===== src/logic/pmrw_pkg.sv =====
package pmrw_pkg;
    // ****************************************
    // Timing
    // ****************************************
    localparam int unsigned CLK_HZ = 100_000_000;
    localparam int unsigned MAIN_MAIN_CRYSTAL_KHZ = 24_000;
    localparam int unsigned WDT_IRQ_S = 2;
    localparam int unsigned WDT_RST_S = 4;
    localparam int unsigned WDT_IRQ_CYC = WDT_IRQ_S * CLK_HZ;
    localparam int unsigned WDT_RST_CYC = WDT_RST_S * CLK_HZ;
    localparam int unsigned REG_SETTLE_US = 100;
    localparam int unsigned REG_SETTLE_CYC = REG_SETTLE_US * (CLK_HZ / 1_000_000);
    localparam int unsigned HCLK_DIV_ACTIVE = 1;
    localparam int unsigned HCLK_DIV_IDLE = 8;
    // ****************************************
    // Encodings
    // ****************************************
    typedef enum logic [2:0] {
        PMRW_MODE_ACTIVE = 3'h0,
        PMRW_MODE_IDLE = 3'h1,
        PMRW_MODE_SLEEP = 3'h2,
        PMRW_MODE_PDS = 3'h3,
        PMRW_MODE_EXTENDED_POWER_DOWN_SLEEP = 3'h4,
        PMRW_MODE_OFF = 3'h5
    } pmrw_mode_t;
    typedef enum logic [1:0] {
        PMRW_LF_LOWPWR = 2'h0,
        PMRW_LF_ACCURATE = 2'h1,
        PMRW_LF_EXTXTAL = 2'h2
    } pmrw_lfsel_t;
    localparam logic [1:0] WAKE_NONE = 2'h0;
    localparam logic [1:0] WAKE_TIMER = 2'h1;
    localparam logic [1:0] WAKE_IO = 2'h2;
    localparam logic [1:0] WAKE_WDT = 2'h3;
endpackage


===== src/logic/pmrw_div.sv =====
`timescale 1ns/1ps
module pmrw_div #(
    parameter int unsigned WIDTH = 32
) (
    input wire logic clk_sys,
    input wire logic rst,
    input wire logic enable,
    input wire logic [WIDTH-1:0] limit,
    output logic tick
);
    logic [WIDTH-1:0] count;
    logic [WIDTH-1:0] next_count;
    always_comb begin
        next_count = count;
        if (!enable || count + WIDTH'(1) >= limit) begin
            next_count = '0;
        end else begin
            next_count = count + WIDTH'(1);
        end
    end
    always_ff @(posedge clk_sys) begin
        if (rst) begin
            count <= '0;
        end else begin
            count <= next_count;
        end
    end
    assign tick = enable && (count + WIDTH'(1) >= limit);
endmodule


===== src/logic/pmrw_top.sv =====
`timescale 1ns/1ps
// Overview of operation
// - Active mode runs the processor and enables every peripheral.
// - Idle mode pauses processor, bus clock slowed, other clocks on, state kept.
// - Bus clock is derived from the 24 MHz main crystal.
// - Sleep stops bus clock, keeps only slow clock, retains state at low voltage.
// - Sleep wakes on programmed interval expiry or an I/O event.
// - Power-down-sleep cuts radio and most core, keeps RAM and registers; same wakes.
// - Extended power-down-sleep keeps only main RAM and mode control; same wakes.
// - Deep-off powers down core, radio, regulators, slow oscillator and clock.
// - Waking from deep-off reinitialises fully, keeping deep-off flag and cause.
// - Mode changes happen only on firmware request, a wake event or the watchdog.
// - Watchdog interrupts firmware after 2 s without service.
// - Watchdog resets the device after 4 s without service.
// - Firmware selects slow clock from two internal oscillators or external crystal.
// - External slow input accepts 32 kHz, 32.768 kHz crystal or driven clock.
// - After battery present and reset off, buck first, then RF and digital regulators.
// - Core stays in reset until regulator outputs are stable.
// - External reset is honoured at any time after power-up.
// - Debug access to flash and RAM is off after power-up.
// - Lockout keeps debug access off and rejects raw memory read commands.
module pmrw_top #(
    parameter int unsigned WDT_IRQ_CYCLES = pmrw_pkg::WDT_IRQ_CYC,
    parameter int unsigned WDT_RST_CYCLES = pmrw_pkg::WDT_RST_CYC,
    parameter int unsigned SETTLE_CYCLES = pmrw_pkg::REG_SETTLE_CYC
) (
    input wire logic clk_sys,
    input wire logic rst,
    input wire logic battery_ok,
    input wire logic ext_reset_n,
    input wire logic buck_good,
    input wire logic ldo_good,
    input wire logic [2:0] mode_req,
    input wire logic mode_req_valid,
    input wire logic [7:0] wake_interval,
    input wire logic io_wake,
    input wire logic wdt_service,
    input wire logic wdt_irq_clear,
    input wire logic [1:0] lf_select,
    input wire logic lf_lowpwr_clk,
    input wire logic lf_accurate_clk,
    input wire logic lf_extxtal_clk,
    input wire logic fw_debug_enable,
    input wire logic lockout_present,
    input wire logic raw_read_req,
    output logic [2:0] mode,
    output logic cpu_run,
    output logic periph_en,
    output logic hclk_en,
    output logic radio_pwr,
    output logic core_pwr,
    output logic retain_pwr,
    output logic ldo_low_v,
    output logic low_freq_clock,
    output logic lf_osc_en,
    output logic buck_en,
    output logic rf_ldo_en,
    output logic dig_ldo_en,
    output logic core_reset,
    output logic wdt_irq,
    output logic wdt_reset,
    output logic debug_access,
    output logic raw_read_grant,
    output logic raw_read_reject,
    output logic [1:0] wake_cause,
    output logic woke_from_off
);
    // ****************************************
    // Power-up sequencing
    // ****************************************
    typedef enum logic [2:0] {PMRW_SEQ_OFF, PMRW_SEQ_BUCK, PMRW_SEQ_LDO, PMRW_SEQ_SETTLE, PMRW_SEQ_RUN} pmrw_seq_t;
    pmrw_seq_t seq, next_seq;
    logic [31:0] settle, next_settle;
    logic hold_reset;
    logic wdt_fire;
    logic off_hold;
    // External reset or watchdog restart sequencing; deep-off drops every regulator
    assign hold_reset = !ext_reset_n || !battery_ok || wdt_fire || off_hold;
    always_comb begin
        next_seq = seq;
        next_settle = settle;
        unique case (seq)
            PMRW_SEQ_OFF: if (!hold_reset) next_seq = PMRW_SEQ_BUCK;
            PMRW_SEQ_BUCK: if (buck_good) next_seq = PMRW_SEQ_LDO;
            PMRW_SEQ_LDO: begin
                next_settle = '0;
                if (ldo_good) next_seq = PMRW_SEQ_SETTLE;
            end
            PMRW_SEQ_SETTLE: begin
                // Margin after good flags, they are comparators and can chatter
                next_settle = settle + 32'h1;
                if (!ldo_good) next_seq = PMRW_SEQ_LDO;
                else if (settle + 32'h1 >= SETTLE_CYCLES) next_seq = PMRW_SEQ_RUN;
            end
            PMRW_SEQ_RUN: ;
        endcase
        if (hold_reset) next_seq = PMRW_SEQ_OFF;
    end
    always_ff @(posedge clk_sys) begin
        if (rst) begin
            seq <= PMRW_SEQ_OFF;
            settle <= '0;
        end else begin
            seq <= next_seq;
            settle <= next_settle;
        end
    end
    assign buck_en = seq != PMRW_SEQ_OFF;
    assign rf_ldo_en = seq inside {PMRW_SEQ_LDO, PMRW_SEQ_SETTLE, PMRW_SEQ_RUN};
    assign dig_ldo_en = rf_ldo_en;
    assign core_reset = seq != PMRW_SEQ_RUN;
    // ****************************************
    // Slow clock selection and sync
    // ****************************************
    logic lf_raw;
    logic [2:0] lf_sync, next_lf_sync;
    logic [1:0] io_sync, next_io_sync;
    logic io_lf, next_io_lf;
    logic lf_rise;
    always_comb begin
        // Any of the three sources, 32 or 32.768 kHz alike
        unique case (lf_select)
            pmrw_pkg::PMRW_LF_ACCURATE: lf_raw = lf_accurate_clk;
            pmrw_pkg::PMRW_LF_EXTXTAL: lf_raw = lf_extxtal_clk;
            default: lf_raw = lf_lowpwr_clk;
        endcase
        next_lf_sync = {lf_sync[1:0], lf_raw};
        next_io_sync = {io_sync[0], io_wake};
        next_io_lf = lf_rise ? io_sync[1] : io_lf;
    end
    assign lf_rise = lf_sync[1] && !lf_sync[2];
    always_ff @(posedge clk_sys) begin
        if (rst) begin
            lf_sync <= 3'h0;
            io_sync <= 2'h0;
            io_lf <= 1'b0;
        end else begin
            lf_sync <= next_lf_sync;
            io_sync <= next_io_sync;
            io_lf <= next_io_lf;
        end
    end
    assign low_freq_clock = lf_sync[1];
    // ****************************************
    // Power modes
    // ****************************************
    pmrw_pkg::pmrw_mode_t pm, next_pm;
    logic [7:0] wake_cnt, next_wake_cnt;
    logic [1:0] next_cause;
    logic next_off_flag;
    logic asleep, timer_wake;
    assign asleep = pm inside {pmrw_pkg::PMRW_MODE_SLEEP, pmrw_pkg::PMRW_MODE_PDS,
                               pmrw_pkg::PMRW_MODE_EXTENDED_POWER_DOWN_SLEEP, pmrw_pkg::PMRW_MODE_OFF};
    assign timer_wake = asleep && lf_rise && wake_cnt + 8'h1 >= wake_interval;
    logic off_wake;
    // Internal slow oscillators stop in deep-off, so the pin synchroniser wakes it without a slow edge
    assign off_wake = pm == pmrw_pkg::PMRW_MODE_OFF && io_sync[1];
    assign off_hold = pm == pmrw_pkg::PMRW_MODE_OFF;
    always_comb begin
        next_pm = pm;
        next_wake_cnt = wake_cnt;
        next_cause = wake_cause;
        next_off_flag = woke_from_off;
        if (mode_req_valid && !asleep && mode_req <= 3'(pmrw_pkg::PMRW_MODE_OFF)) begin
            next_pm = pmrw_pkg::pmrw_mode_t'(mode_req);
            next_wake_cnt = 8'h0;
        end else if (asleep) begin
            if (lf_rise) next_wake_cnt = wake_cnt + 8'h1;
            if (io_lf || timer_wake || off_wake) begin
                next_pm = pmrw_pkg::PMRW_MODE_ACTIVE;
                next_cause = (io_lf || off_wake) ? pmrw_pkg::WAKE_IO : pmrw_pkg::WAKE_TIMER;
                next_off_flag = pm == pmrw_pkg::PMRW_MODE_OFF;
            end
        end
        if (wdt_fire) begin
            next_pm = pmrw_pkg::PMRW_MODE_ACTIVE;
            next_cause = pmrw_pkg::WAKE_WDT;
            next_off_flag = 1'b0;
        end
    end
    // Cause and deep-off flag sit outside the core reset, as retained state
    always_ff @(posedge clk_sys) begin
        if (rst) begin
            pm <= pmrw_pkg::PMRW_MODE_ACTIVE;
            wake_cnt <= 8'h0;
            wake_cause <= pmrw_pkg::WAKE_NONE;
            woke_from_off <= 1'b0;
        end else begin
            pm <= next_pm;
            wake_cnt <= next_wake_cnt;
            wake_cause <= next_cause;
            woke_from_off <= next_off_flag;
        end
    end
    assign mode = pm;
    logic hclk_tick;
    logic [3:0] hdiv;
    assign hdiv = pm == pmrw_pkg::PMRW_MODE_IDLE ? 4'(pmrw_pkg::HCLK_DIV_IDLE) : 4'(pmrw_pkg::HCLK_DIV_ACTIVE);
    // Bus clock enable, one-cycle pulses standing for the crystal-derived clock
    pmrw_div #(.WIDTH(4)) u_hclk (
        .clk_sys(clk_sys),
        .rst(rst),
        .enable(!asleep && !core_reset),
        .limit(hdiv),
        .tick(hclk_tick)
    );
    assign hclk_en = hclk_tick;
    assign cpu_run = !core_reset && pm == pmrw_pkg::PMRW_MODE_ACTIVE;
    assign periph_en = !core_reset && pm inside {pmrw_pkg::PMRW_MODE_ACTIVE, pmrw_pkg::PMRW_MODE_IDLE};
    assign ldo_low_v = pm == pmrw_pkg::PMRW_MODE_SLEEP;
    assign radio_pwr = pm inside {pmrw_pkg::PMRW_MODE_ACTIVE, pmrw_pkg::PMRW_MODE_IDLE,
                                  pmrw_pkg::PMRW_MODE_SLEEP};
    assign core_pwr = radio_pwr;
    assign retain_pwr = pm != pmrw_pkg::PMRW_MODE_OFF;
    assign lf_osc_en = pm != pmrw_pkg::PMRW_MODE_OFF;
    // ****************************************
    // Watchdog
    // ****************************************
    logic [31:0] wdt_cnt, next_wdt_cnt;
    logic next_irq;
    always_comb begin
        next_wdt_cnt = wdt_cnt + 32'h1;
        next_irq = wdt_irq;
        if (wdt_service || core_reset || wdt_fire) next_wdt_cnt = '0;
        if (wdt_irq_clear) next_irq = 1'b0;
        if (!wdt_service && !core_reset && wdt_cnt + 32'h1 == WDT_IRQ_CYCLES) next_irq = 1'b1;
        if (core_reset) next_irq = 1'b0;
    end
    always_ff @(posedge clk_sys) begin
        if (rst) begin
            wdt_cnt <= '0;
            wdt_irq <= 1'b0;
        end else begin
            wdt_cnt <= next_wdt_cnt;
            wdt_irq <= next_irq;
        end
    end
    assign wdt_fire = !core_reset && !wdt_service && wdt_cnt + 32'h1 >= WDT_RST_CYCLES;
    assign wdt_reset = wdt_fire;
    // ****************************************
    // Debug lockout
    // ****************************************
    logic dbg, next_dbg;
    always_comb begin
        next_dbg = dbg;
        if (core_reset) next_dbg = 1'b0;
        else if (lockout_present) next_dbg = 1'b0;
        else if (fw_debug_enable) next_dbg = 1'b1;
    end
    always_ff @(posedge clk_sys) begin
        if (rst) begin
            dbg <= 1'b0;
        end else begin
            dbg <= next_dbg;
        end
    end
    assign debug_access = dbg && !lockout_present;
    assign raw_read_grant = raw_read_req && !lockout_present && !core_reset;
    assign raw_read_reject = raw_read_req && (lockout_present || core_reset);
endmodule


===== config.mk =====
export PLATFORM = sky130hd
export DESIGN_NAME = pmrw_top
export DESIGN_NICKNAME = d
export VERILOG_FILES = /design/src/logic/pmrw_pkg.sv /design/src/logic/pmrw_div.sv /design/src/logic/pmrw_top.sv
export SDC_FILE = /design/constraint.sdc
export NUM_CORES = 1
export LEC_CHECK = 0
export ABC_AREA = 1
export BUFFER_PORTS_ARGS = -buffer_cell sky130_fd_sc_hd__buf_2
export CAP_MARGIN = 20
export CORE_UTILIZATION = 56
export CTS_BUF_LIST = sky130_fd_sc_hd__clkbuf_8
export CTS_CLUSTER_DIAMETER = 30
export DETAILED_ROUTE_END_ITERATION = 6
export GPL_ROUTABILITY_DRIVEN = 1
export PLACE_DENSITY = 0.79
export SLEW_MARGIN = 20
export SYNTH_ARGS = -nofsm -noshare
export SYNTH_HDL_FRONTEND = slang
export SYNTH_SLANG_ARGS = --single-unit

===== constraint.sdc =====
create_clock -name clk_sys -period 2.19 [get_ports clk_sys]
set_input_delay 0 -clock clk_sys [delete_from_list [all_inputs] [get_ports clk_sys]]
set_output_delay 0 -clock clk_sys [all_outputs]
set_load 0.02 [all_outputs]

==> impl_metrics.env <==
export IMPL_antenna_found_initial=1
export IMPL_core_area_um2=9860
export IMPL_gr_total_overflow=0
export IMPL_cts_buffers_inserted=9
export IMPL_vias=6449
export IMPL_hpwl_um=10800
export IMPL_ys_warn_count=0
export IMPL_p_per_area_nw_per_um2=443
export IMPL_nets=1115
export IMPL_synth_area_um2=5740
export IMPL_async_reset_ff_share_pct=0
export IMPL_status="finished with violations"
export IMPL_crit_chain="nand3_2 -> nand3b_1 -> nand3b_1 -> xor2_1 -> inv_1 -> ha_4 -> nand2_2 -> nor2_2 -> nand2_1 -> o2111ai_2 -> nand2_1 -> inv_2 -> o21ai_4 -> and2_4 -> nand2_2 -> a21oi_2"
export IMPL_num_rows=36
export IMPL_hold_worst_slack_ns=0.0581
export IMPL_rsz0062_at_grt="yes"
export IMPL_skew_ns=0.0109
export IMPL_die_w_um=103
export IMPL_drv_slew=0
export IMPL_ys_flop_type="dfxtp_1"
export IMPL_final_common_cell="nand2_1"
export IMPL_dieArea_um2=10700
export IMPL_drt_wl_total_um=17200
export IMPL_dp_slack_ns=-0.194
export IMPL_final_util_pct=77.8
export IMPL_met3_usage_pct=5.31
export IMPL_grtUsageMet1_pct=36.3
export IMPL_wire_per_inst_um=14.3
export IMPL_root_buffer="clkbuf_8"
export IMPL_slowest_stage="dfxtp_2"
export IMPL_cts_tree="built"
export IMPL_synth_cell_type_count=35
export IMPL_clk_insertion_delay_late_ns=0.38
export IMPL_ir_drop_v=0.000433
export IMPL_io_pins=53
export IMPL_min_path_type="in -> reg"
export IMPL_cts_sinks=93
export IMPL_fmax_mhz=410
export IMPL_hold_violations=0
export IMPL_clk_pin_slew_ns=0.10
export IMPL_start_util_pct=58.2
export IMPL_drt_initial_drc_count=435
export IMPL_violations="setup timing"
export IMPL_grt_max_degree=39
export IMPL_design_area_um2=7670
export IMPL_grt_pass1_wl_um=24600
export IMPL_place_area_um2=6480
export IMPL_synth_edff_count=0
export IMPL_p_leak_nw=3.10
export IMPL_cap_violations=0
export IMPL_fp_dieH_um=103
export IMPL_drive_above_1_share_pct=31.2
export IMPL_fin_crit_ns=2.44
export IMPL_busiest_layer="met2"
export IMPL_slowest_delay_ns=0.36
export IMPL_critPathKind="reg -> reg"
export IMPL_grt_met2_usage_pct=50.2
export IMPL_clk_path_buf_depth=2
export IMPL_cp_data_required_time_ns=2.50
export IMPL_synth_seq_cells=93
export IMPL_startpoint_type="register"
export IMPL_path_max_fanout=5
export IMPL_area_growth_syn_to_layout_pct=33.8
export IMPL_drc=0
export IMPL_timing_final_ws_setup_ns=-0.248
export IMPL_ant_nets=0
export IMPL_power_mw=3.40
export IMPL_synth_cells=938
export IMPL_grtUsageTotal_pct=29.7
export IMPL_h_tree_depth=3
export IMPL_io_buffers=52
export IMPL_setup_viol=36
export IMPL_period_share_pct=111
export IMPL_gp_congestion=0.971
export IMPL_avgViaCountPerCell=5.33
export IMPL_dr_pass1_iters=5
export IMPL_mostFrequentLayoutCells="nand2_1 (275), inv_1 (98), nor2_1 (96)"
export IMPL_grt_pass1_vias=5578
export IMPL_syn_area_per_cell_um2=6.12
export IMPL_yosysSeqAreaShare_pct=32.5
export IMPL_setup_worst_path_end_class="register"
export IMPL_cp_data_arrival_time_ns=2.75
power breakdown:
group,switching (mW),internal [mW]
Sequential,0.0145,1.70
Clock,0.694,0.779
Combinational,0.125,0.0843
Total,0.834,2.56
per-layer routing:
layer | share of wire [%] | wire length (µm)
met1 | 41 | 7100
met2 | 50 | 8620
met3 | 5.6 | 959
met4 | 3.3 | 568
met5 | 0 | 0
stage by stage:
| stage | TNS [ns] | instances |
|---|---|---|
| after floorplan | -0.136 | 940 |
| after global placement | -0.623 | 1158 |
| after detailed placement | -1.13 | 1158 |
| after CTS | -0.752 | 1191 |
| after global routing | -12.94 | 1207 |
| final | -4.95 | 1209 |
final cells by class:
type                    count  area (µm²)
flip-flops and latches     93        1920
multi-input cells         724        3960
repair buffers            134         973
clock buffers               9         124
diodes                      2        5.00
fillers                   710        2190
clock inverters             7         128
well taps                 133         166
inverters                 107         404
critical path, delay by kind of cell, from the launching register on:
kind                     cells  cell delay (ns)
AND/OR/NAND/NOR              9             1.02
AO/OA/AOI/OAI                3             0.41
flip-flops                   1             0.36
adder cells (fa/ha/maj)      1             0.23
XOR/XNOR                     1             0.20
buffers and inverters        2             0.13
cell usage after synthesis (2+ instances only):
cell,instances,area share [%]
dfxtp_1,93,32
o21bai_1,5,0.65
nand2_2,4,0.44
o21ai_0,10,0.87
nor3_1,12,1.0
xor2_1,15,2.3
nand2_1,312,20
nor2_1,161,11
a21oi_1,59,5.1
nand4_1,8,0.87
or2_2,3,0.33
inv_1,104,6.8
nand3b_1,16,2.1
buf_4,3,0.39
ha_1,17,3.7
inv_2,2,0.13
nand3_1,69,6.0
xnor2_1,12,1.8
buf_6,2,0.39
nor2_2,4,0.44
clkbuf_1,10,0.65
nor2_4,4,0.79
path summary, 6_finish.rpt:
path | startpoint | endpoint | slack (ns) | cells past startpoint
setup / recovery | wake_cnt[1] | mode[1] | -0.25 | 16
hold / removal | ext_reset_n | seq[2] | 0.06 | 5
setup reg to reg | wake_cnt[1] | mode[1] | -0.25 | 16
hold reg to reg | lf_sync[0] | lf_sync[1] | 0.42 | 2
cell families (layout without fill, tap and decap cells):
logic type	after synthesis	in the layout	share of synthesized area [%]
DFF	93	93	32.5
adders and majority gates	17	17	3.71
buffers and inverters	123	257	8.53
and+or+nand+nor	596	596	43.4
xor gates and xnor gates	27	27	4.12
other	1	5	0.0654
AOI/OAI and AO/OA	81	81	7.70
timing repair:
item / CTS / global route
setup buffers: 7 / 13
pin swaps: 23 / 34
hold buffers: 10 / 0
gates resized for setup: 52 / 161
cloned: 0 / 3
endpoints found under the setup margin: 39 / 40
endpoints found under the hold margin: 8 / 0
state kept, by name, summed over array words and instances (netlist names):
register,cells
lf_sync,3
io_lf,1
io_sync,2
mode,3
seq,3
settle,32
wdt_irq,1
wake_cause,2
wake_cnt,8
u_hclk.count,4
woke_from_off,1
dbg,1
wdt_cnt,32
No activity file was read; power rests on OpenSTA's default activity.
